**src/include/acst_pkg.sv**
```systemverilog
// Shared constants and types for the conversion sequencer
package acst_pkg;
    // Clock and conversion timing
    localparam int CLK_NS = 25;
    localparam int INT_CONV_NS = 1650;
    localparam int INT_CONV_CYC = INT_CONV_NS / CLK_NS;
    localparam int EOC_MIN_NS = 75;
    localparam int EOC_CYC = (EOC_MIN_NS + CLK_NS - 1) / CLK_NS;
    localparam int EXT_CONV_TICKS = 13;
    localparam int CNT_W = 8;
    // Sizes
    localparam int NUM_CH = 4;
    localparam int RES_W = 12;
    localparam int FIFO_DEPTH = 16;
    // Reset values and the all-inputs hold mask
    localparam logic [3:0] CHAN_SEL_RST = 4'hF;
    localparam logic [3:0] HOLD_ALL = 4'hF;
    localparam logic [1:0] PTR_FIRST = 2'h0;

    typedef enum logic [2:0] {
        S_IDLE = 3'h1,
        S_CONV = 3'h2,
        S_EOC = 3'h4
    } acst_state_t;

    // Host pins sampled by the device
    typedef struct packed {
        logic cs_n;
        logic rd_n;
        logic wr_n;
        logic [3:0] wdata;
    } acst_bus_in_t;

    // Host data pins driven by the device
    typedef struct packed {
        logic [RES_W-1:0] rdata;
        logic oe;
    } acst_bus_out_t;

    function automatic logic [2:0] acst_popcnt(input logic [3:0] m);
        acst_popcnt = {2'h0, m[0]} + {2'h0, m[1]} + {2'h0, m[2]} + {2'h0, m[3]};
    endfunction
endpackage

```
**src/core/acst_fifo.sv**
```systemverilog
// Result FIFO between the converter and the host read port
`timescale 1ns/1ps
module acst_fifo
    import acst_pkg::*;
#(
    parameter int WIDTH = RES_W,
    parameter int DEPTH = FIFO_DEPTH
) (
    // Clock and reset
    input wire logic ref_clk,
    input wire logic reset_n,
    // Fill side
    input wire logic in_valid,
    output logic in_ready,
    input wire logic [WIDTH-1:0] in_data,
    // Drain side
    output logic out_valid,
    input wire logic out_ready,
    output logic [WIDTH-1:0] out_data
);
    localparam int AW = $clog2(DEPTH);

    logic [WIDTH-1:0] mem [DEPTH];
    logic [AW-1:0] wr_ptr_ff;
    logic [AW-1:0] rd_ptr_ff;
    logic [AW:0] count_ff;
    wire push = in_valid & in_ready;
    wire pop = out_valid & out_ready;

    // Honest flags straight from the occupancy count
    assign in_ready = (count_ff != (AW+1)'(DEPTH));
    assign out_valid = (count_ff != '0);
    assign out_data = mem[rd_ptr_ff];

    always_ff @(posedge ref_clk) begin
        if (push) begin
            mem[wr_ptr_ff] <= in_data;
        end
    end

    // Pointers wrap because DEPTH is a power of two
    always_ff @(posedge ref_clk or negedge reset_n) begin
        if (!reset_n) begin
            wr_ptr_ff <= '0;
            rd_ptr_ff <= '0;
            count_ff <= '0;
        end else begin
            wr_ptr_ff <= wr_ptr_ff + AW'(push);
            rd_ptr_ff <= rd_ptr_ff + AW'(pop);
            count_ff <= count_ff + (AW+1)'(push) - (AW+1)'(pop);
        end
    end
endmodule

```
**src/core/acst_sequencer.sv**
```systemverilog
// Conversion sequencer with host read/write port and result FIFO
// What this block and its host do
// With the external clock chosen, each channel conversion takes exactly 13 of its rising edges.
// Busy lasts channel count times (conversion plus end pulse) minus one end pulse.
// The host waits 2 us (external reference) or up to 6 ms (internal) after wake before start.
// Busy rises no later than 70 ns after the convert start rising edge.
// Each read strobe rising edge updates the first-result flag within 70 ns.
// Each end-of-conversion falling edge drives the first-result flag low within 15 ns.
// Write data is sampled at the write strobe rising edge, valid 5 ns either side.
// The host leaves at least 10 ns between the end of one read and the next.
// Busy goes high at convert start and stays high until all selected channels are done.
// The first-result flag is high only while the pointer addresses the first result.
// Convert start holds all four inputs, starts the sequence and latches the selection.
// A write rise with chip select low and read high loads the low four data bits as selection.
// A synchronous host rounds each minimum wait up to whole cycles and counts them.
`timescale 1ns/1ps
module acst_sequencer
    import acst_pkg::*;
#(
    parameter int FIFO_W = RES_W,
    parameter int FIFO_D = FIFO_DEPTH
) (
    // Clock and reset
    input wire logic ref_clk,
    input wire logic reset_n,
    // Conversion control
    input wire logic convert_start,
    input wire logic low_power_request,
    output logic busy,
    output logic eoc_n,
    output logic first_result_flag,
    output logic [3:0] track_hold,
    // Channel selection source
    input wire logic sw_select,
    input wire logic [3:0] hw_channel_sel,
    // Conversion clock choice
    input wire logic use_ext_clock,
    input wire logic external_clock_input,
    // Converter core result
    input wire logic [RES_W-1:0] conv_result,
    // Host parallel bus
    input wire acst_bus_in_t bus_in,
    output acst_bus_out_t bus_out
);
    acst_state_t state_ff;
    acst_state_t nxt_state;
    logic conv_prev_ff;
    logic rd_prev_ff;
    logic wr_prev_ff;
    logic cs_prev_ff;
    logic ext_prev_ff;
    logic [3:0] wdata_prev_ff;
    logic [3:0] chan_sel_ff;
    logic [3:0] remain_ff;
    logic [2:0] seq_n_ff;
    logic use_ext_ff;
    logic [CNT_W-1:0] cnt_ff;
    logic busy_ff;
    logic eoc_n_ff;
    logic flag_ff;
    logic [1:0] ptr_ff;
    logic [3:0] hold_ff;
    logic [RES_W-1:0] rdata_ff;
    logic oe_ff;
    logic fifo_in_ready;
    logic fifo_out_valid;
    logic [RES_W-1:0] fifo_out_data;

    // Edge detection on synchronous pin samples
    wire start_rise = convert_start & ~conv_prev_ff;
    wire ext_tick = external_clock_input & ~ext_prev_ff;
    wire rd_rise = bus_in.rd_n & ~rd_prev_ff & ~cs_prev_ff;
    wire rd_active = ~bus_in.cs_n & ~bus_in.rd_n;
    wire rd_begin = rd_active & ~(~cs_prev_ff & ~rd_prev_ff);
    // Data, chip select and read strobe from the prior sample, so 5 ns hold suffices
    wire wr_take = bus_in.wr_n & ~wr_prev_ff & ~cs_prev_ff & rd_prev_ff;

    wire [3:0] sel_mask = sw_select ? chan_sel_ff : hw_channel_sel;
    // Standby blocks new sequences; an empty selection starts nothing
    wire start_take = start_rise & (state_ff == S_IDLE) & low_power_request
        & (sel_mask != 4'h0);

    // Lowest pending channel converts next
    wire [3:0] cur_bit = remain_ff & (~remain_ff + 4'h1);
    wire [3:0] rest_mask = remain_ff & ~cur_bit;
    wire last_ch = (rest_mask == 4'h0);

    wire ext_end = (cnt_ff == CNT_W'(EXT_CONV_TICKS));
    wire int_end = (cnt_ff == CNT_W'(INT_CONV_CYC - 1));
    wire at_end = use_ext_ff ? ext_end : int_end;
    // A full FIFO stalls the end of a conversion
    wire conv_done = (state_ff == S_CONV) & at_end & fifo_in_ready;
    wire eoc_end = (state_ff == S_EOC) & (cnt_ff == CNT_W'(EOC_CYC - 1));
    wire cnt_step = use_ext_ff ? ext_tick : 1'b1;

    wire ptr_wrap = ({1'b0, ptr_ff} + 3'h1) >= seq_n_ff;
    wire [1:0] nxt_ptr = ptr_wrap ? PTR_FIRST : ptr_ff + 2'h1;
    wire pop_take = rd_rise & fifo_out_valid;

    always_comb begin
        case (state_ff)
            S_IDLE: nxt_state = start_take ? S_CONV : S_IDLE;
            S_CONV: nxt_state = conv_done ? S_EOC : S_CONV;
            S_EOC: nxt_state = eoc_end ? (remain_ff != 4'h0 ? S_CONV : S_IDLE) : S_EOC;
            default: nxt_state = S_IDLE;
        endcase
    end

    // Pin sampling
    always_ff @(posedge ref_clk or negedge reset_n) begin
        if (!reset_n) begin
            conv_prev_ff <= 1'b0;
            rd_prev_ff <= 1'b1;
            wr_prev_ff <= 1'b1;
            cs_prev_ff <= 1'b1;
            ext_prev_ff <= 1'b0;
            wdata_prev_ff <= 4'h0;
        end else begin
            conv_prev_ff <= convert_start;
            rd_prev_ff <= bus_in.rd_n;
            wr_prev_ff <= bus_in.wr_n;
            cs_prev_ff <= bus_in.cs_n;
            ext_prev_ff <= external_clock_input;
            wdata_prev_ff <= bus_in.wdata;
        end
    end

    // Channel select register
    always_ff @(posedge ref_clk or negedge reset_n) begin
        if (!reset_n) begin
            chan_sel_ff <= CHAN_SEL_RST;
        end else if (wr_take) begin
            chan_sel_ff <= wdata_prev_ff;
        end
    end

    // Sequence state and counters
    always_ff @(posedge ref_clk or negedge reset_n) begin
        if (!reset_n) begin
            state_ff <= S_IDLE;
            cnt_ff <= '0;
            remain_ff <= 4'h0;
            seq_n_ff <= 3'h0;
            use_ext_ff <= 1'b0;
        end else begin
            state_ff <= nxt_state;
            if (start_take) begin
                remain_ff <= sel_mask;
                seq_n_ff <= acst_popcnt(sel_mask);
                use_ext_ff <= use_ext_clock;
            end else if (conv_done) begin
                remain_ff <= rest_mask;
            end
            if (start_take || conv_done || eoc_end) begin
                cnt_ff <= '0;
            end else if ((state_ff == S_CONV) && !at_end && cnt_step) begin
                cnt_ff <= cnt_ff + CNT_W'(1);
            end else if (state_ff == S_EOC) begin
                cnt_ff <= cnt_ff + CNT_W'(1);
            end
        end
    end

    // Busy, end pulse and track-and-hold control
    always_ff @(posedge ref_clk or negedge reset_n) begin
        if (!reset_n) begin
            busy_ff <= 1'b0;
            eoc_n_ff <= 1'b1;
            hold_ff <= 4'h0;
        end else begin
            if (start_take) begin
                busy_ff <= 1'b1;
                hold_ff <= HOLD_ALL;
            end else if (conv_done && last_ch) begin
                busy_ff <= 1'b0;
                hold_ff <= 4'h0;
            end
            if (conv_done) begin
                eoc_n_ff <= 1'b0;
            end else if (eoc_end) begin
                eoc_n_ff <= 1'b1;
            end
        end
    end

    // Output pointer and first-result flag
    always_ff @(posedge ref_clk or negedge reset_n) begin
        if (!reset_n) begin
            ptr_ff <= PTR_FIRST;
            flag_ff <= 1'b1;
        end else begin
            if (start_take) begin
                ptr_ff <= PTR_FIRST;
            end else if (rd_rise) begin
                ptr_ff <= nxt_ptr;
            end
            // Same edge as the end pulse falls, so no extra delay
            if (conv_done) begin
                flag_ff <= 1'b0;
            end else if (rd_rise) begin
                flag_ff <= ptr_wrap;
            end
        end
    end

    // Read data from flip-flops, loaded as the read opens
    always_ff @(posedge ref_clk or negedge reset_n) begin
        if (!reset_n) begin
            rdata_ff <= '0;
            oe_ff <= 1'b0;
        end else begin
            oe_ff <= rd_active;
            if (rd_begin) begin
                rdata_ff <= fifo_out_data;
            end
        end
    end

    acst_fifo #(
        .WIDTH(FIFO_W),
        .DEPTH(FIFO_D)
    ) u_fifo (
        .ref_clk(ref_clk),
        .reset_n(reset_n),
        .in_valid(conv_done),
        .in_ready(fifo_in_ready),
        .in_data(conv_result),
        .out_valid(fifo_out_valid),
        .out_ready(pop_take),
        .out_data(fifo_out_data)
    );

    assign busy = busy_ff;
    assign eoc_n = eoc_n_ff;
    assign first_result_flag = flag_ff;
    assign track_hold = hold_ff;
    assign bus_out.rdata = rdata_ff;
    assign bus_out.oe = oe_ff;

    logic [9:0] busy_len_ff;
    logic stall_ff;
    logic [3:0] ticks_ff;
    always_ff @(posedge ref_clk or negedge reset_n) begin
        if (!reset_n) begin
            busy_len_ff <= '0;
            stall_ff <= 1'b0;
            ticks_ff <= 4'h0;
        end else begin
            busy_len_ff <= busy_ff ? busy_len_ff + 10'h001 : 10'h000;
            if (start_take) begin
                stall_ff <= 1'b0;
            end else if ((state_ff == S_CONV) && at_end && !fifo_in_ready) begin
                stall_ff <= 1'b1;
            end
            if (state_ff != S_CONV) begin
                ticks_ff <= 4'h0;
            end else if (ext_tick && ticks_ff != 4'hF) begin
                ticks_ff <= ticks_ff + 4'h1;
            end
        end
    end
endmodule

```
**config.mk**
```make
export PLATFORM = sky130hd
export DESIGN_NAME = acst_sequencer
export DESIGN_NICKNAME = d
export VERILOG_FILES = /design/src/include/acst_pkg.sv /design/src/core/acst_fifo.sv /design/src/core/acst_sequencer.sv
export SDC_FILE = /design/constraint.sdc
export NUM_CORES = 1
export LEC_CHECK = 0
export ABC_AREA = 1
export BUFFER_PORTS_ARGS = -buffer_cell sky130_fd_sc_hd__buf_2
export CAP_MARGIN = 10
export CORE_MARGIN = 2
export CORE_UTILIZATION = 60
export CTS_CLUSTER_DIAMETER = 80
export DETAILED_ROUTE_END_ITERATION = 6
export MAX_ROUTING_LAYER = met4
export PLACE_DENSITY = 0.86
export SETUP_SLACK_MARGIN = 0.4
export SKIP_CTS_REPAIR_TIMING = 1
export SYNTH_ARGS = -nofsm -noshare
export SYNTH_HDL_FRONTEND = slang
export SYNTH_SLANG_ARGS = --single-unit
```
**constraint.sdc**
```tcl
create_clock -name ref_clk -period 2.4 [get_ports ref_clk]
set_input_delay 0.6 -clock ref_clk [delete_from_list [all_inputs] [get_ports ref_clk]]
set_output_delay 0.6 -clock ref_clk [all_outputs]
set_load 0.01 [all_outputs]
```
# After elaboration in Yosys (flattened, before gate mapping)
# Memory sizes are Yosys's and may differ from the RTL's. A register that Yosys moved wholly into a read port is not among the register bits.
# Index checks and enable logic that the tools add are counted.
[totals]
input_bits = 30
mem_bits_rw = 192
ff_bits = 55
output_inout_bits = 20
memories = 1
word_cells = 115
[classes]
n_reduce_logical = 17
add_sub_neg = 11
order_cmp = 1
eq_ne = 7
bitwise_logic = 31
n_mux = 26
[memory_table]
columns = ["name", "words", "word_bits", "rd", "rd_ports_with_merged_regs", "wr", "line_no", "source"]
rows = [
  ["u_fifo.mem", 16, 12, 1, 1, 1, "acst_fifo.sv:23", "logic [WIDTH-1:0] mem [DEPTH];"],
]
[ops]
columns = ["cell", "count"]
rows = [
  ["$mux W8", 3],
  ["$mux W4", 5],
  ["$and A1 B1 Y1", 19],
  ["$mux W1", 10],
  ["$mux W2", 5],
  ["$reduce_bool A2 Y1", 5],
  ["$pmux W3 S3", 1],
  ["$add A4 B1 Y4", 2],
  ["$add A8 B1 Y8 const B", 1],
  ["$and A4 B4 Y4", 2],
  ["$eq A8 B2 Y1 const B", 1],
  ["$eq A8 B4 Y1 const B", 1],
  ["$eq A8 B7 Y1 const B", 1],
  ["$not A1 Y1", 8],
  ["$not A4 Y4", 2],
  ["$reduce_bool A4 Y1", 2],
  ["$mux W3", 2],
  ["$add A5 B1 Y5", 1],
  ["$ne A5 B5 Y1 const B", 1],
  ["$reduce_bool A5 Y1", 1],
  ["$sub A5 B1 Y5", 1],
  ["$add A4 B1 Y4 const B", 1],
  ["$logic_not A4 Y1", 1],
  ["$add A2 B1 Y3", 1],
  ["12 further kinds", 16],
]

# Depth between registers and ports, before layout
[logic_depth]
ltp_word = 9
depth_mapped = 14
mapped_depth_nobuf = 14

# By module
# Synthesis repeated with hierarchy kept, for this count alone.
[unflattened]
hier_cells = 1120
hier_area_um2 = 11439.7
[by_module_without_submodules]
columns = ["module", "area_per_inst_um2", "instances", "cells_each"]
rows = [
  ["acst_fifo", 8974.9, 1, 856],
  ["acst_sequencer", 2464.9, 1, 264],
]

# Worst setup path after synthesis
# Ideal clock, no wire load.
[synth_timing]
path_type = "flip-flop to flip-flop"
start = "register u_fifo.count_ff[3]"
end = "register u_fifo.count_ff[4]"
required_time_ps = 2321
t_arrival_ps = 2146
stages_incl_launch_ff = 14
path_slack_ps = 175
path_buffers = 0
path_cell_list = "dfrtp_1 -> inv_1 -> ha_1 -> nand3_1 -> o21ai_0 -> inv_1 -> ha_1 -> inv_1 -> ha_1 -> fa_1 -> a21oi_1 -> nor2_1 -> nor2_1 -> xor2_1"
[synth_between]
elab_chain_cells = 5
word_cells_on_any_way = 8
[synth_rtl]
columns = ["item", "line_no", "source"]
rows = [
  ["start, declared", "acst_fifo.sv:26", "logic [AW:0] count_ff;"],
  ["start signal, assigned", "acst_fifo.sv:50", "count_ff <= count_ff + (AW+1)'(push) - (AW+1)'(pop);"],
  ["$ne A5 B5 Y1", "acst_fifo.sv:31", "assign in_ready = (count_ff != (AW+1)'(DEPTH));"],
  ["$and A1 B1 Y1", "acst_sequencer.sv:92", "wire conv_done = (state_ff == S_CONV) & at_end & fifo_in_ready;"],
  ["$and A1 B1 Y1", "acst_fifo.sv:27", "wire push = in_valid & in_ready;"],
  ["$add A5 B1 Y5", "acst_fifo.sv:50", ""],
  ["$sub A5 B1 Y5 *", "acst_fifo.sv:50", ""],
]
# Every way passes the cells marked *; elsewhere a longest branch is shown, timed or not.
# A chain may end at the register's enable or synchronous reset.

# Worst setup path after layout
# Ends and elaborated chain as after synthesis.

==> flow_summary.toml <==
[outcome]
status = "completed"

[drt]
postRouteAntennaNets = 0
route.detailed.drc = 0
drt-pass1-iter-count = 6
dr.first_iter.drc_count = 942
wirelength_mm = 25.2
routed_via_density = 5.85
avgRoutedWirePerCell_um = 19.8
vias = 7452

[setup_path]
critPathMaxFanout = 6
r2r-end = "u_fifo.count_ff[4]$_DFF_PN0_"
critical_path_arrival_ns = 2.78
regToRegSetupSlack_ns = 0.07
reg2reg_from = "u_fifo.count_ff[3]$_DFF_PN0_"
start_kind = "flip-flop"
path_class = "flip-flop to flip-flop"
rr_worst_depth = 13
crit_required_ns = 2.85
critPathCaptureType = "flip-flop"

[clock_network]
cts_tree = "yes"
clockBufferDepth = 3
cts.clk_slew.worst_paths_ns = 0.07
cts.sinks = 255
cts_made_buffers = 25
clockRootBuffer = "clkbuf_16"
clkLatencyLatePin_ns = 0.53
h-tree-depth = 1

[floorplan]
start_util = 0.606
die_w_um = 138
fp-row-count = 49
die-height_um = 138
coreArea_um2 = 17800
die_area_um2 = 19100
ioPinCount = 50

[pwr]
p_per_area_nw_per_um2 = 1060
p_switching_mw = 4.47
irDropWorstVdd_mv = 0.841
swShare = 0.332
share_seq_of_total_power = 0.395
p_leak_nw = 5.03
clkPwrFrac = 0.316
power_mw = 13.4
comb_power_share = 0.289
p_int_mw = 8.98

[finish]
drive_gt1_frac = 0.198
mostFrequentLayoutCells = "nand2_1 (200), edfxtp_1 (192), nor2_1 (90), o21ai_0 (69), a21oi_1 (61)"
layout_commonest_cell = "nand2_1"
final_cells = 1273
fill_cells = 1075
n_antenna_cell = 0
area_growth_syn_to_layout_pct = 17.6
fin_nets = 1077
post-route-util = 0.712

[logic_synthesis]
ys.flop_type = "edfxtp_1"
synth_cell_type_count = 37
synth_edf_count = 192
synth_cells = 944
yosys.area.top_type = "edfxtp_1"
netlist_top_cells_area = "edfxtp_1 (53%), dfrtp_1 (12%), nand2_1 (7.0%)"
synth_fp_nets = 996
syn_area_per_cell_um2 = 11.4
synth_seq_area_share = 0.681
ys_ff_latch = 255
ys_async_sr_fraction = 0.247
synth_area_um2 = 10800
synth_top_area_share = 0.534
yosysWarnings = 0

[timing]
slew_headroom = 0.625
fmax_ghz = 0.430
maxSlewViolCount = 0
rsz0062_at_grt = "yes"
worstMarginPinSlew_ns = 0.562
fin_crit_sh = 0.970
hold_viol = 0
skew_ns = 0.0140
setup_violations = 0
period_needed_ns = 2.33

[placement]
dp_hpwl_mm = 13.8
place.gp.congestion = 0.836
dp.cells = 1211
port_buffers = 49

[global_routing]
grt_pass1_vias = 7128
grt_pass1_wl_mm = 36.5
overflow = 0
antenna_found_initial = 0
grt_max_degree = 64
track_usage = 0.247

[run]
max_cap_violations = 0

[worst_hold_path]
hold_path_class = "input pin to asynchronous set/reset pin"
==> per-stage QoR <==
stage / hold WS [ns] / setup WS, ns / setup TNS [ns] / cell area [um2]
floorplan: 0.304 / 0.236 / 0 / 10800
global placement: 0.458 / 0.0780 / 0 / 11300
detailed placement: 0.461 / -0.0278 / -0.0278 / 11300
CTS: 0.0954 / 0.0116 / 0 / 12200
global route: 0.110 / -0.0457 / -0.0457 / 12700
finish: 0.0686 / 0.0730 / 0 / 12700
==> Yosys cell counts (all sizes together), types with 2 or more instances <==
master,instances
fa,2
nor2,111
inv,66
nor3,14
buf,36
mux2,2
nand3,43
o21bai,2
a21oi,62
o21ai,73
ha,20
edfxtp,192
nand2,206
xor2,9
nand4,4
clkbuf,8
o22ai,24
dfstp,10
o211ai,2
dfrtp,53
mux2i,2
==> power by group through the flow <==
stage	clock [mW]	sequential, mW	combinational (mW)
6_report	4.25	5.31	3.88
5_1_grt	4.42	5.35	4.31
4_1_cts	4.26	5.30	3.70
3_5_place_dp	0	5.39	3.63
3_3_place_gp	0	5.37	3.49
2_1_floorplan	0	5.39	2.64
==> flip-flops by register name, indices dropped and copies added, names as in the netlist, 2 cells and up <==
signal	cells
state_ff	3
u_fifo.count_ff	5
rdata_ff	12
cnt_ff	8
u_fifo.mem	192
wdata_prev_ff	4
u_fifo.wr_ptr_ff	4
chan_sel_ff	4
seq_n_ff	3
ptr_ff	2
remain_ff	4
u_fifo.rd_ptr_ff	4
==> cell families after synthesis <==
kind of cell / count (synthesis) / share of synthesized area
xor+xnor: 9 / 0.00730
mux: 4 / 0.00394
buf+inv: 111 / 0.0513
flops: 255 / 0.681
compound gates: 163 / 0.0799
fa+ha+maj: 22 / 0.0269
simple gates: 380 / 0.150
==> per-layer routing <==
metal | wire [um] | vias up | part of all wire | track usage
li1 | - | 3395 | - | -
met5 | 0 | - | 0 | -
met1 | 9740 | 3558 | 0.39 | 0.315
met3 | 2300 | 60 | 0.091 | 0.0378
met4 | 645 | 0 | 0.026 | 0.0784
met2 | 12600 | 439 | 0.50 | 0.413
==> critical path, cell delays in order, from the launching register on <==
cell	delay, ns
dfrtp_1	0.39
inv_2	0.08
ha_4	0.14
nand4_1	0.17
inv_1	0.12
nor2_2	0.05
nand2_2	0.10
clkinv_4	0.12
ha_2	0.21
fa_2	0.37
a21oi_2	0.15
nor2_1	0.06
nor2_1	0.13
xor2_1	0.15
==> how the worst max path moves through the flow <==
stage / from / end / cells past startpoint
floorplan: cnt_ff[1]$_DFFE_PN0P_ / u_fifo.mem[14][0]$_DFFE_PP_ / 10
global placement: bus_in[5] / u_fifo.count_ff[4]$_DFF_PN0_ / 13
detailed placement: bus_in[5] / u_fifo.count_ff[4]$_DFF_PN0_ / 13
CTS: u_fifo.count_ff[3]$_DFF_PN0_ / u_fifo.count_ff[4]$_DFF_PN0_ / 13
global route: u_fifo.count_ff[3]$_DFF_PN0_ / u_fifo.count_ff[4]$_DFF_PN0_ / 13
finish: u_fifo.count_ff[3]$_DFF_PN0_ / u_fifo.count_ff[4]$_DFF_PN0_ / 13
==> final cells by class <==
cell class              instances  area, um2  share of cell area
multi-input cells             578       3100               0.244
inverters                      67        259              0.0204
well taps                     229        287              0.0226
repair buffers                 98        802              0.0631
flip-flops and latches        255       7360               0.579
clock buffers                  29        651              0.0512
clock inverters                17        246              0.0194
No activity file was read; power rests on OpenSTA's default activity.
